File: config.mk
export PLATFORM = sky130hd
export DESIGN_NAME = tmc_timer
export DESIGN_NICKNAME = d
export VERILOG_FILES = /design/src/verilog/tmc_pkg.sv /design/src/verilog/tmc_timer.sv /design/src/verilog/tmc_ext_edge.sv
export SDC_FILE = /design/constraint.sdc
export NUM_CORES = 1
export LEC_CHECK = 0
export BUFFER_PORTS_ARGS = -buffer_cell sky130_fd_sc_hd__buf_2
export CAP_MARGIN = 20
export CELL_PAD_IN_SITES_DETAIL_PLACEMENT = 2
export CELL_PAD_IN_SITES_GLOBAL_PLACEMENT = 2
export CORE_MARGIN = 1.5
export CORE_UTILIZATION = 29
export DETAILED_ROUTE_END_ITERATION = 7
export GPL_ROUTABILITY_DRIVEN = 0
export PLACE_DENSITY = 0.81
export SLEW_MARGIN = 20
export SYNTH_ARGS = -nofsm -noshare
export SYNTH_HDL_FRONTEND = slang
export SYNTH_SLANG_ARGS = --single-unit
File: constraint.sdc
create_clock -name mclk_i -period 2.7 [get_ports mclk_i]
set_input_delay 0.54 -clock mclk_i [delete_from_list [all_inputs] [get_ports mclk_i]]
set_output_delay 0.54 -clock mclk_i [all_outputs]
set_load 0.01 [all_outputs]
File: src/verilog/tmc_pkg.sv
/*
 * Constants for the sixteen-bit timer/counter: register map, field positions,
 * reset values and encodings.
 * Assumes an APB master with 32-bit data and byte addresses.
 */
package tmc_pkg;

    // -----------------------------------------------------------------
    // register map (byte addresses)
    // -----------------------------------------------------------------
    localparam logic [7:0] TMC_OFS_CTRL    = 8'h00;
    localparam logic [7:0] TMC_OFS_CNT_LO  = 8'h04;
    localparam logic [7:0] TMC_OFS_CNT_HI  = 8'h08;
    localparam logic [7:0] TMC_OFS_STATUS  = 8'h0c;
    localparam logic [7:0] TMC_OFS_MASK    = 8'h10;
    localparam logic [7:0] TMC_OFS_AUX     = 8'h14;

    // -----------------------------------------------------------------
    // counter_control, aux and status fields
    // -----------------------------------------------------------------
    localparam int TMC_CTL_RUN      = 0;
    localparam int TMC_CTL_SRC      = 1;
    localparam int TMC_CTL_SYNC_BYP = 2;
    localparam int TMC_CTL_CC_LO    = 3;
    localparam int TMC_CTL_DIV_LSB  = 4;
    localparam int TMC_CTL_CC_HI    = 6;
    localparam int TMC_CTL_WIDE     = 7;
    localparam int TMC_AUX_OSC_EN   = 0;
    localparam int TMC_STS_OVF      = 0;

    // -----------------------------------------------------------------
    // reset values and encodings
    // -----------------------------------------------------------------
    localparam logic [7:0]  TMC_CTRL_RST   = 8'h00;
    localparam logic [15:0] TMC_CNT_RST    = 16'h0000;
    localparam logic [15:0] TMC_CNT_MAX    = 16'hffff;
    localparam logic [2:0]  TMC_DIV_RST    = 3'h0;
    localparam logic [3:0]  TMC_MODE_SPEV  = 4'hb;

    typedef enum logic [1:0] {
        TMC_MODE_TIMER = 2'b00,
        TMC_MODE_SYNC  = 2'b01,
        TMC_MODE_ASYNC = 2'b10
    } tmc_mode_t;

endpackage

File: src/verilog/tmc_timer.sv
/*
 * Sixteen-bit timer/counter with APB register access, input divider,
 * buffered wide access, special event reset and overflow interrupt.
 * Assumes one clock mclk_i; pads and the oscillator are asynchronous,
 * the compare unit signals are on mclk_i.
 */
// Implementation choices: the register offsets and register access over APB.
`timescale 1ns/1ps
module tmc_timer (
    input  wire logic        mclk_i,
    input  wire logic        srst_i,
    // apb slave
    input  wire logic        psel_i,
    input  wire logic        penable_i,
    input  wire logic        pwrite_i,
    input  wire logic [7:0]  paddr_i,
    input  wire logic [31:0] pwdata_i,
    output logic [31:0]      prdata_o,
    output logic             pready_o,
    output logic             pslverr_o,
    // external count sources
    input  wire logic        ext_count_input_i,
    input  wire logic        companion_osc_in_i,
    // shared port pins
    input  wire logic [1:0]  port_c_direction_i,
    input  wire logic [1:0]  port_c_latch_i,
    input  wire logic [1:0]  pad_in_i,
    output logic [1:0]       pad_out_o,
    output logic [1:0]       pad_oe_o,
    output logic [1:0]       port_c_read_o,
    // compare unit
    input  wire logic [3:0]  enhanced_cc_mode_field_i,
    input  wire logic        enhanced_cc_match_i,
    output logic             cc_enh_use_this_o,
    output logic             cc_std_use_this_o,
    output logic [15:0]      count_o,
    output tmc_pkg::tmc_mode_t mode_o,
    // interrupt
    output logic             irq_o
);
    import tmc_pkg::*;

    // ---------------------------------------------------------------
    // state
    // ---------------------------------------------------------------
    logic [7:0]  ctrl_q;
    logic        osc_en_q;
    logic        ovf_mask_q;
    logic        ovf_flag_q;
    logic [15:0] count_q;
    logic [15:0] count_d;
    logic [7:0]  hi_buf_q;
    logic [2:0]  div_q;
    logic        armed_q;
    logic [31:0] prdata_q;
    logic        pready_q;
    logic        pslverr_q;
    logic        irq_q;
    logic [1:0]  pad_meta_q;
    logic [1:0]  pad_sync_q;
    logic [1:0]  port_rd_q;
    logic [1:0]  pad_out_q;
    logic [1:0]  pad_oe_q;
    logic        cc_enh_q;
    logic        cc_std_q;
    tmc_mode_t   mode_q;

    // ---------------------------------------------------------------
    // decode
    // ---------------------------------------------------------------
    logic       setup;
    logic       done_wr;
    logic       wr_lo;
    logic       wr_hi;
    logic       rd_lo_setup;
    logic       run;
    logic       src_ext;
    logic       sync_byp;
    logic       wide;
    logic [1:0] div_sel;
    logic       pin_rise;
    logic       pin_fall;
    logic       osc_rise;
    logic       osc_fall;
    logic       ext_rise;
    logic       ext_fall;
    logic       src_tick;
    logic       div_tick;
    logic       inc;
    logic       wrap;
    logic       spev;

    function automatic logic is_mapped(input logic [7:0] a);
        is_mapped = (a == TMC_OFS_CTRL) || (a == TMC_OFS_CNT_LO) ||
                    (a == TMC_OFS_CNT_HI) || (a == TMC_OFS_STATUS) ||
                    (a == TMC_OFS_MASK) || (a == TMC_OFS_AUX);
    endfunction

    function automatic logic [2:0] div_mask(input logic [1:0] sel);
        case (sel)
            2'b00:   div_mask = 3'h0;
            2'b01:   div_mask = 3'h1;
            2'b10:   div_mask = 3'h3;
            default: div_mask = 3'h7;
        endcase
    endfunction

    assign run      = ctrl_q[TMC_CTL_RUN];
    assign src_ext  = ctrl_q[TMC_CTL_SRC];
    assign sync_byp = ctrl_q[TMC_CTL_SYNC_BYP];
    assign wide     = ctrl_q[TMC_CTL_WIDE];
    assign div_sel  = ctrl_q[TMC_CTL_DIV_LSB +: 2];

    assign setup       = psel_i & ~penable_i;
    assign done_wr     = psel_i & penable_i & pready_q & pwrite_i;
    assign wr_lo       = done_wr & (paddr_i == TMC_OFS_CNT_LO);
    assign wr_hi       = done_wr & (paddr_i == TMC_OFS_CNT_HI);
    assign rd_lo_setup = setup & ~pwrite_i & (paddr_i == TMC_OFS_CNT_LO);

    // ---------------------------------------------------------------
    // count source
    // ---------------------------------------------------------------
    // each source synchronised on its own: a mux ahead of the flops could glitch
    tmc_ext_edge u_edge_pin (
        .mclk_i   (mclk_i),
        .srst_i   (srst_i),
        .raw_i    (ext_count_input_i),
        .bypass_i (sync_byp),
        .rise_o   (pin_rise),
        .fall_o   (pin_fall)
    );

    tmc_ext_edge u_edge_osc (
        .mclk_i   (mclk_i),
        .srst_i   (srst_i),
        .raw_i    (companion_osc_in_i),
        .bypass_i (sync_byp),
        .rise_o   (osc_rise),
        .fall_o   (osc_fall)
    );

    // the oscillator owns the shared pin while enabled
    assign ext_rise = osc_en_q ? osc_rise : pin_rise;
    assign ext_fall = osc_en_q ? osc_fall : pin_fall;

    // a rising edge counts only once a falling edge has been seen
    always_ff @(posedge mclk_i) begin
        if (srst_i) begin
            armed_q <= 1'b0;
        end else if (!src_ext) begin
            armed_q <= 1'b0;
        end else if (ext_fall) begin
            armed_q <= 1'b1;
        end
    end

    // internal source ticks every mclk; sync bit ignored then
    assign src_tick = src_ext ? (ext_rise & armed_q) : 1'b1;

    // ---------------------------------------------------------------
    // input divider
    // ---------------------------------------------------------------
    assign div_tick = src_tick & ((div_q & div_mask(div_sel)) == div_mask(div_sel));

    always_ff @(posedge mclk_i) begin
        if (srst_i) begin
            div_q <= TMC_DIV_RST;
        end else if (wr_lo) begin
            div_q <= TMC_DIV_RST;
        end else if (run && src_tick) begin
            div_q <= div_q + 3'h1;
        end
    end

    // ---------------------------------------------------------------
    // counter
    // ---------------------------------------------------------------
    assign inc  = run & div_tick;
    assign wrap = inc & (count_q == TMC_CNT_MAX);
    // unsynchronised edges are not trusted for the reset
    assign spev = enhanced_cc_match_i &
                  (enhanced_cc_mode_field_i == TMC_MODE_SPEV) &
                  ~(src_ext & sync_byp);

    always_comb begin
        count_d = count_q;
        if (inc) begin
            count_d = count_q + 16'h0001;
        end
        if (spev) begin
            count_d = TMC_CNT_RST;
        end
        // software write wins over the trigger
        if (wr_lo) begin
            if (wide) begin
                count_d = {hi_buf_q, pwdata_i[7:0]};
            end else begin
                count_d = {count_q[15:8], pwdata_i[7:0]};
            end
        end else if (wr_hi && !wide) begin
            count_d = {pwdata_i[7:0], count_q[7:0]};
        end
    end

    always_ff @(posedge mclk_i) begin
        if (srst_i) begin
            count_q <= TMC_CNT_RST;
        end else begin
            count_q <= count_d;
        end
    end

    // ---------------------------------------------------------------
    // high byte buffer
    // ---------------------------------------------------------------
    always_ff @(posedge mclk_i) begin
        if (srst_i) begin
            hi_buf_q <= 8'h00;
        end else if (wide && rd_lo_setup) begin
            hi_buf_q <= count_q[15:8];
        end else if (wide && wr_hi) begin
            hi_buf_q <= pwdata_i[7:0];
        end
    end

    // ---------------------------------------------------------------
    // control, mask and status registers
    // ---------------------------------------------------------------
    always_ff @(posedge mclk_i) begin
        if (srst_i) begin
            ctrl_q     <= TMC_CTRL_RST;
            osc_en_q   <= 1'b0;
            ovf_mask_q <= 1'b0;
        end else if (done_wr) begin
            if (paddr_i == TMC_OFS_CTRL) begin
                ctrl_q <= pwdata_i[7:0];
            end
            if (paddr_i == TMC_OFS_AUX) begin
                osc_en_q <= pwdata_i[TMC_AUX_OSC_EN];
            end
            if (paddr_i == TMC_OFS_MASK) begin
                ovf_mask_q <= pwdata_i[TMC_STS_OVF];
            end
        end
    end

    // a wrap in the clearing cycle is kept
    always_ff @(posedge mclk_i) begin
        if (srst_i) begin
            ovf_flag_q <= 1'b0;
        end else if (wrap) begin
            ovf_flag_q <= 1'b1;
        end else if (done_wr && paddr_i == TMC_OFS_STATUS && pwdata_i[TMC_STS_OVF]) begin
            ovf_flag_q <= 1'b0;
        end
    end

    always_ff @(posedge mclk_i) begin
        if (srst_i) begin
            irq_q <= 1'b0;
        end else begin
            irq_q <= ovf_flag_q & ovf_mask_q;
        end
    end

    // ---------------------------------------------------------------
    // apb slave: one wait-free access phase, data latched at setup
    // ---------------------------------------------------------------
    always_ff @(posedge mclk_i) begin
        if (srst_i) begin
            prdata_q  <= 32'h0000_0000;
            pready_q  <= 1'b0;
            pslverr_q <= 1'b0;
        end else if (setup) begin
            pready_q  <= 1'b1;
            pslverr_q <= ~is_mapped(paddr_i);
            prdata_q  <= 32'h0000_0000;
            if (!pwrite_i) begin
                case (paddr_i)
                    TMC_OFS_CTRL:   prdata_q <= {24'h000000, ctrl_q};
                    TMC_OFS_CNT_LO: prdata_q <= {24'h000000, count_q[7:0]};
                    TMC_OFS_CNT_HI: prdata_q <= {24'h000000,
                                                 wide ? hi_buf_q : count_q[15:8]};
                    TMC_OFS_STATUS: prdata_q <= {31'h00000000, ovf_flag_q};
                    TMC_OFS_MASK:   prdata_q <= {31'h00000000, ovf_mask_q};
                    TMC_OFS_AUX:    prdata_q <= {31'h00000000, osc_en_q};
                    default:        prdata_q <= 32'h0000_0000;
                endcase
            end
        end else begin
            pready_q  <= 1'b0;
            pslverr_q <= 1'b0;
        end
    end

    // ---------------------------------------------------------------
    // shared pins
    // ---------------------------------------------------------------
    always_ff @(posedge mclk_i) begin
        if (srst_i) begin
            pad_meta_q <= 2'b00;
            pad_sync_q <= 2'b00;
        end else begin
            pad_meta_q <= pad_in_i;
            pad_sync_q <= pad_meta_q;
        end
    end

    // direction bit 1 means input; the oscillator overrides it
    always_ff @(posedge mclk_i) begin
        if (srst_i) begin
            pad_oe_q  <= 2'b00;
            pad_out_q <= 2'b00;
            port_rd_q <= 2'b00;
        end else begin
            pad_out_q <= port_c_latch_i;
            pad_oe_q  <= osc_en_q ? 2'b00 : ~port_c_direction_i;
            port_rd_q <= osc_en_q ? 2'b00 : pad_sync_q;
        end
    end

    // ---------------------------------------------------------------
    // timebase routing and mode report
    // ---------------------------------------------------------------
    always_ff @(posedge mclk_i) begin
        if (srst_i) begin
            cc_enh_q <= 1'b0;
            cc_std_q <= 1'b0;
            mode_q   <= TMC_MODE_TIMER;
        end else begin
            cc_enh_q <= ctrl_q[TMC_CTL_CC_HI] | ctrl_q[TMC_CTL_CC_LO];
            cc_std_q <= ctrl_q[TMC_CTL_CC_HI];
            if (!src_ext) begin
                mode_q <= TMC_MODE_TIMER;
            end else if (sync_byp) begin
                mode_q <= TMC_MODE_ASYNC;
            end else begin
                mode_q <= TMC_MODE_SYNC;
            end
        end
    end

    // ---------------------------------------------------------------
    // outputs
    // ---------------------------------------------------------------
    assign prdata_o          = prdata_q;
    assign pready_o          = pready_q;
    assign pslverr_o         = pslverr_q;
    assign irq_o             = irq_q;
    assign count_o           = count_q;
    assign pad_out_o         = pad_out_q;
    assign pad_oe_o          = pad_oe_q;
    assign port_c_read_o     = port_rd_q;
    assign cc_enh_use_this_o = cc_enh_q;
    assign cc_std_use_this_o = cc_std_q;
    assign mode_o            = mode_q;

endmodule

File: src/verilog/tmc_ext_edge.sv
/*
 * Synchroniser and edge detector for the external count input.
 * Assumes the raw input is asynchronous to mclk_i.
 */
`timescale 1ns/1ps
module tmc_ext_edge (
    input  wire logic mclk_i,
    input  wire logic srst_i,
    input  wire logic raw_i,
    input  wire logic bypass_i,
    output logic      rise_o,
    output logic      fall_o
);
    import tmc_pkg::*;

    logic meta_q;
    logic sync_q;
    logic last_q;
    logic rise_dly_q;
    logic rise_now;

    // ---------------------------------------------------------------
    // two-stage synchroniser, then edge detection
    // ---------------------------------------------------------------
    always_ff @(posedge mclk_i) begin
        if (srst_i) begin
            meta_q <= 1'b0;
            sync_q <= 1'b0;
            last_q <= 1'b0;
        end else begin
            meta_q <= raw_i;
            sync_q <= meta_q;
            last_q <= sync_q;
        end
    end

    assign rise_now = sync_q & ~last_q;
    assign fall_o   = ~sync_q & last_q;

    // synchronised mode retimes the edge once more to the counter's phase
    always_ff @(posedge mclk_i) begin
        if (srst_i) begin
            rise_dly_q <= 1'b0;
        end else begin
            rise_dly_q <= rise_now;
        end
    end

    assign rise_o = bypass_i ? rise_now : rise_dly_q;

endmodule

==> summary.txt <==
Synth
  • Synth Instances: 454
  • Synth Area in Simple Gates: 29.07%
  • Avg Cell Area, Syn: 8.182 um^2
  • Synth Area in Adders: 0.6736%
  • Compound-Gate Fraction of Synth Area: 15.70%
  • Most frequent cell after synthesis: dfxtp_1
  • Share of async-settable or async-resettable flops after synthesis: 0%
  • Post-synthesis xor/xnor area fraction: 2.358%
  • Top cell type's share of synthesized area: 38.80%
  • Largest cells by area after synthesis: dfxtp_1, nor2_1, buf_4
  • Main synth FF type: dfxtp_1
  • Post-synth EDFFs: 0
  • Synth cell types: 51
  • Largest family of logic cells by synthesized area: simple AND/OR/NAND/NOR gates
  • Commonest cells in the netlist: dfxtp_1, nor2_1, nand2_1
  • Yosys top cell by area: dfxtp_1
  • Synth Register Bits: 72
  • Yosys warnings: 0
  • Mux cell area share after synthesis: 4.715%
  • Seq/Total Area, Yosys: 38.80%
  • Cell Area, Synth: 0.003715 mm^2

Worst setup path
  • Critical-path cell list: nand2b_1, nand4b_1, and4_1, o31ai_2, o21ai_0, a31oi_1
  • Reg2reg path depth: 6
  • Critical path's top delay family: compound AO/OA/AOI/OAI gates
  • Worst path depth: 6
  • Crit. End Element: flip-flop
  • CP Launch Type: flip-flop
  • CP max stage delay: 650 ps
  • Worst Setup Path Type: reg -> reg
  • CP max stage cell: o31ai_2
  • Buf/Inv on CP: 0
  • Arr. time, crit path: 2570 ps
  • Critical Path RT: 2970 ps
  • CP max FO: 9

Detailed routing
  • Drt drc: 0
  • Avg WL per Cell: 19.89 um
  • Pre-Repair DR Iteration Count: 4
  • 1st-iter DRT viols: 244
  • Post-Route WL: 14,020 um
  • Vias per cell: 5.261
  • Vias: 3,709
  • Final ANT Viol Nets: 0

STA
  • Worst slew pin tran: 681.8 ps
  • Final period utilization: 85.12%
  • Slew margin rel.: 54.27%
  • Fin crit period: 2298 ps
  • RSZ-0062 raised after global routing: false
  • Maximum clock rate: 0.4351 GHz
  • Post-Route Skew: 9.639 ps
  • Final Setup Violations: 0
  • Setup TNS: 0 ps
  • Final hold violation count: 0
  • Count of final max-slew check failures: 0

Clock network
  • Clock tree root driver cell: clkbuf_16
  • Clock sink total: 72
  • Max Buffers Root-to-Sink: 2
  • H-tree Lvls: 3
  • CTS tree: yes
  • TritonCTS Buffers: 9
  • Clock transition at the registers of the reported paths: 60 ps
  • Worst-Skew Late Latency: 340 ps

Finish
  • # diodes: 0
  • Area Growth Syn to Fin: 22.06%
  • Nets: 588
  • Layout cell share with drive strength beyond 1: 23.08%

Min path
  • WHS Path Cells: 2
  • HP Class: in -> reg

Flow run
  • Max_cap viols: 0

Die
  • Die Y: 116.2 um
  • Initial Util: 29.56%
  • # rows: 41
  • Die ar.: 0.01350 mm^2
  • Ports: 119
  • Die W: 116.2 um
  • Core ar.: 0.01257 mm^2

Placed design
  • PortBufs: 70
  • Post-DP HPWL: 10,220 um

Global routing
  • Total track usage: 21.62%
  • Grt ovf: 0
  • Initial antenna violation count: 0
  • Largest net degree at the start of global routing: 28
  • Vias in the first global route: 4,026
  • First-pass GRT wire length: 22,270 um

Power and ir drop
  • Power share of the clock group: 49.5%
  • Pint: 1.862 mW
  • Share of total power in sequential cells: 44.3%
  • Combinational share of power: 6.2%
  • Final Total Pwr: 2.453 mW
  • Peak supply drop: 0.0002726 V
  • Static Leak: 1.744 nW
  • Switch share: 24.07%
  • Sw power: 590.3 uW
  • Power Dens Cells: 540.9 mW/mm^2

Run status
  • Outcome: finished clean
## placed cells by master (no fill, tap or decap), types with 10 or more instances in the layout
| cell type | count |
|---|---|
| nor2_1 | 64 |
| nor2b_1 | 16 |
| conb_1 | 24 |
| o21ai_0 | 12 |
| a211oi_1 | 14 |
| buf_4 | 20 |
| a22oi_1 | 10 |
| buf_2 | 70 |
| mux2i_1 | 13 |
| nor3_1 | 16 |
| a21oi_1 | 31 |
| nand2_1 | 33 |
| dfxtp_1 | 72 |
| nand3_1 | 24 |
## metal layers
layer	part of all wire [%]	GRT usage [%]
met1	42	25.80
met3	4.5	3.944
met2	51	38.59
met4	2.8	8.211
met5	0	0
## worst paths after layout
check / start / endpoint / slack, ps
max: ctrl_q[2] / count_o[2] / 400
max reg2reg: ctrl_q[2] / count_o[2] / 400
min: port_c_direction_i[1] / pad_oe_o[1] / 360
min reg2reg: u_edge_pin.meta_q / u_edge_pin.sync_q / 440
## power groups by stage
stage	Combinational, mW	Clock, mW	Sequential, mW
6_report	0.152	1.21	1.09
5_1_grt	0.165	1.28	1.09
4_1_cts	0.151	1.23	1.09
3_5_place_dp	0.149	0	1.11
3_3_place_gp	0.144	0	1.11
2_1_floorplan	0.102	0	1.11
## timing repair
action,in CTS,in global routing
setup buffers,0,0
gates resized for setup,0,1
hold buffers,0,0
setup endpoints to repair,0,7
## flip-flops by register name, summed over array words and instances (netlist names), 2 cells and up
signal         count
pad_oe_o           2
pad_out_o          2
ctrl_q             8
pad_meta_q         2
mode_o             2
prdata_o           8
hi_buf_q           8
port_c_read_o      2
pad_sync_q         2
count_o           16
div_q              3
## layout make-up
class / count / area (um^2)
repair buffers: 90 / 500.5
multi-input cells: 346 / 2046
well taps: 172 / 215.2
fillers: 1455 / 8034
inverters: 9 / 33.78
flip-flops and latches: 72 / 1441
clock buffers: 10 / 239.0
clock inverters: 6 / 58.81
## metrics by stage
step	setup slack, ps	cells	hold slack, ps	utilization [%]	instance area (um^2)
detailed placement	154.5	689	427.0	33.67	4232
global placement	201.7	689	419.5	33.67	4232
floorplan	351.4	477	405.4	-	3801
finish	401.7	705	364.2	36.08	4534
global route	185.8	705	364.2	36.08	4534
CTS	94.35	705	360.2	36.04	4529
## cells by family (layout without fill, tap and decap cells)
group,count (synthesis),in the layout
adder cells (fa/ha/maj),2,2
XOR/XNOR,10,10
AO/OA/AOI/OAI,89,89
flip-flops,72,72
AND/OR/NAND/NOR,204,204
other,1,24
buffers and inverters,59,115
multiplexers,17,17
Power figures use the tool's default switching activity.
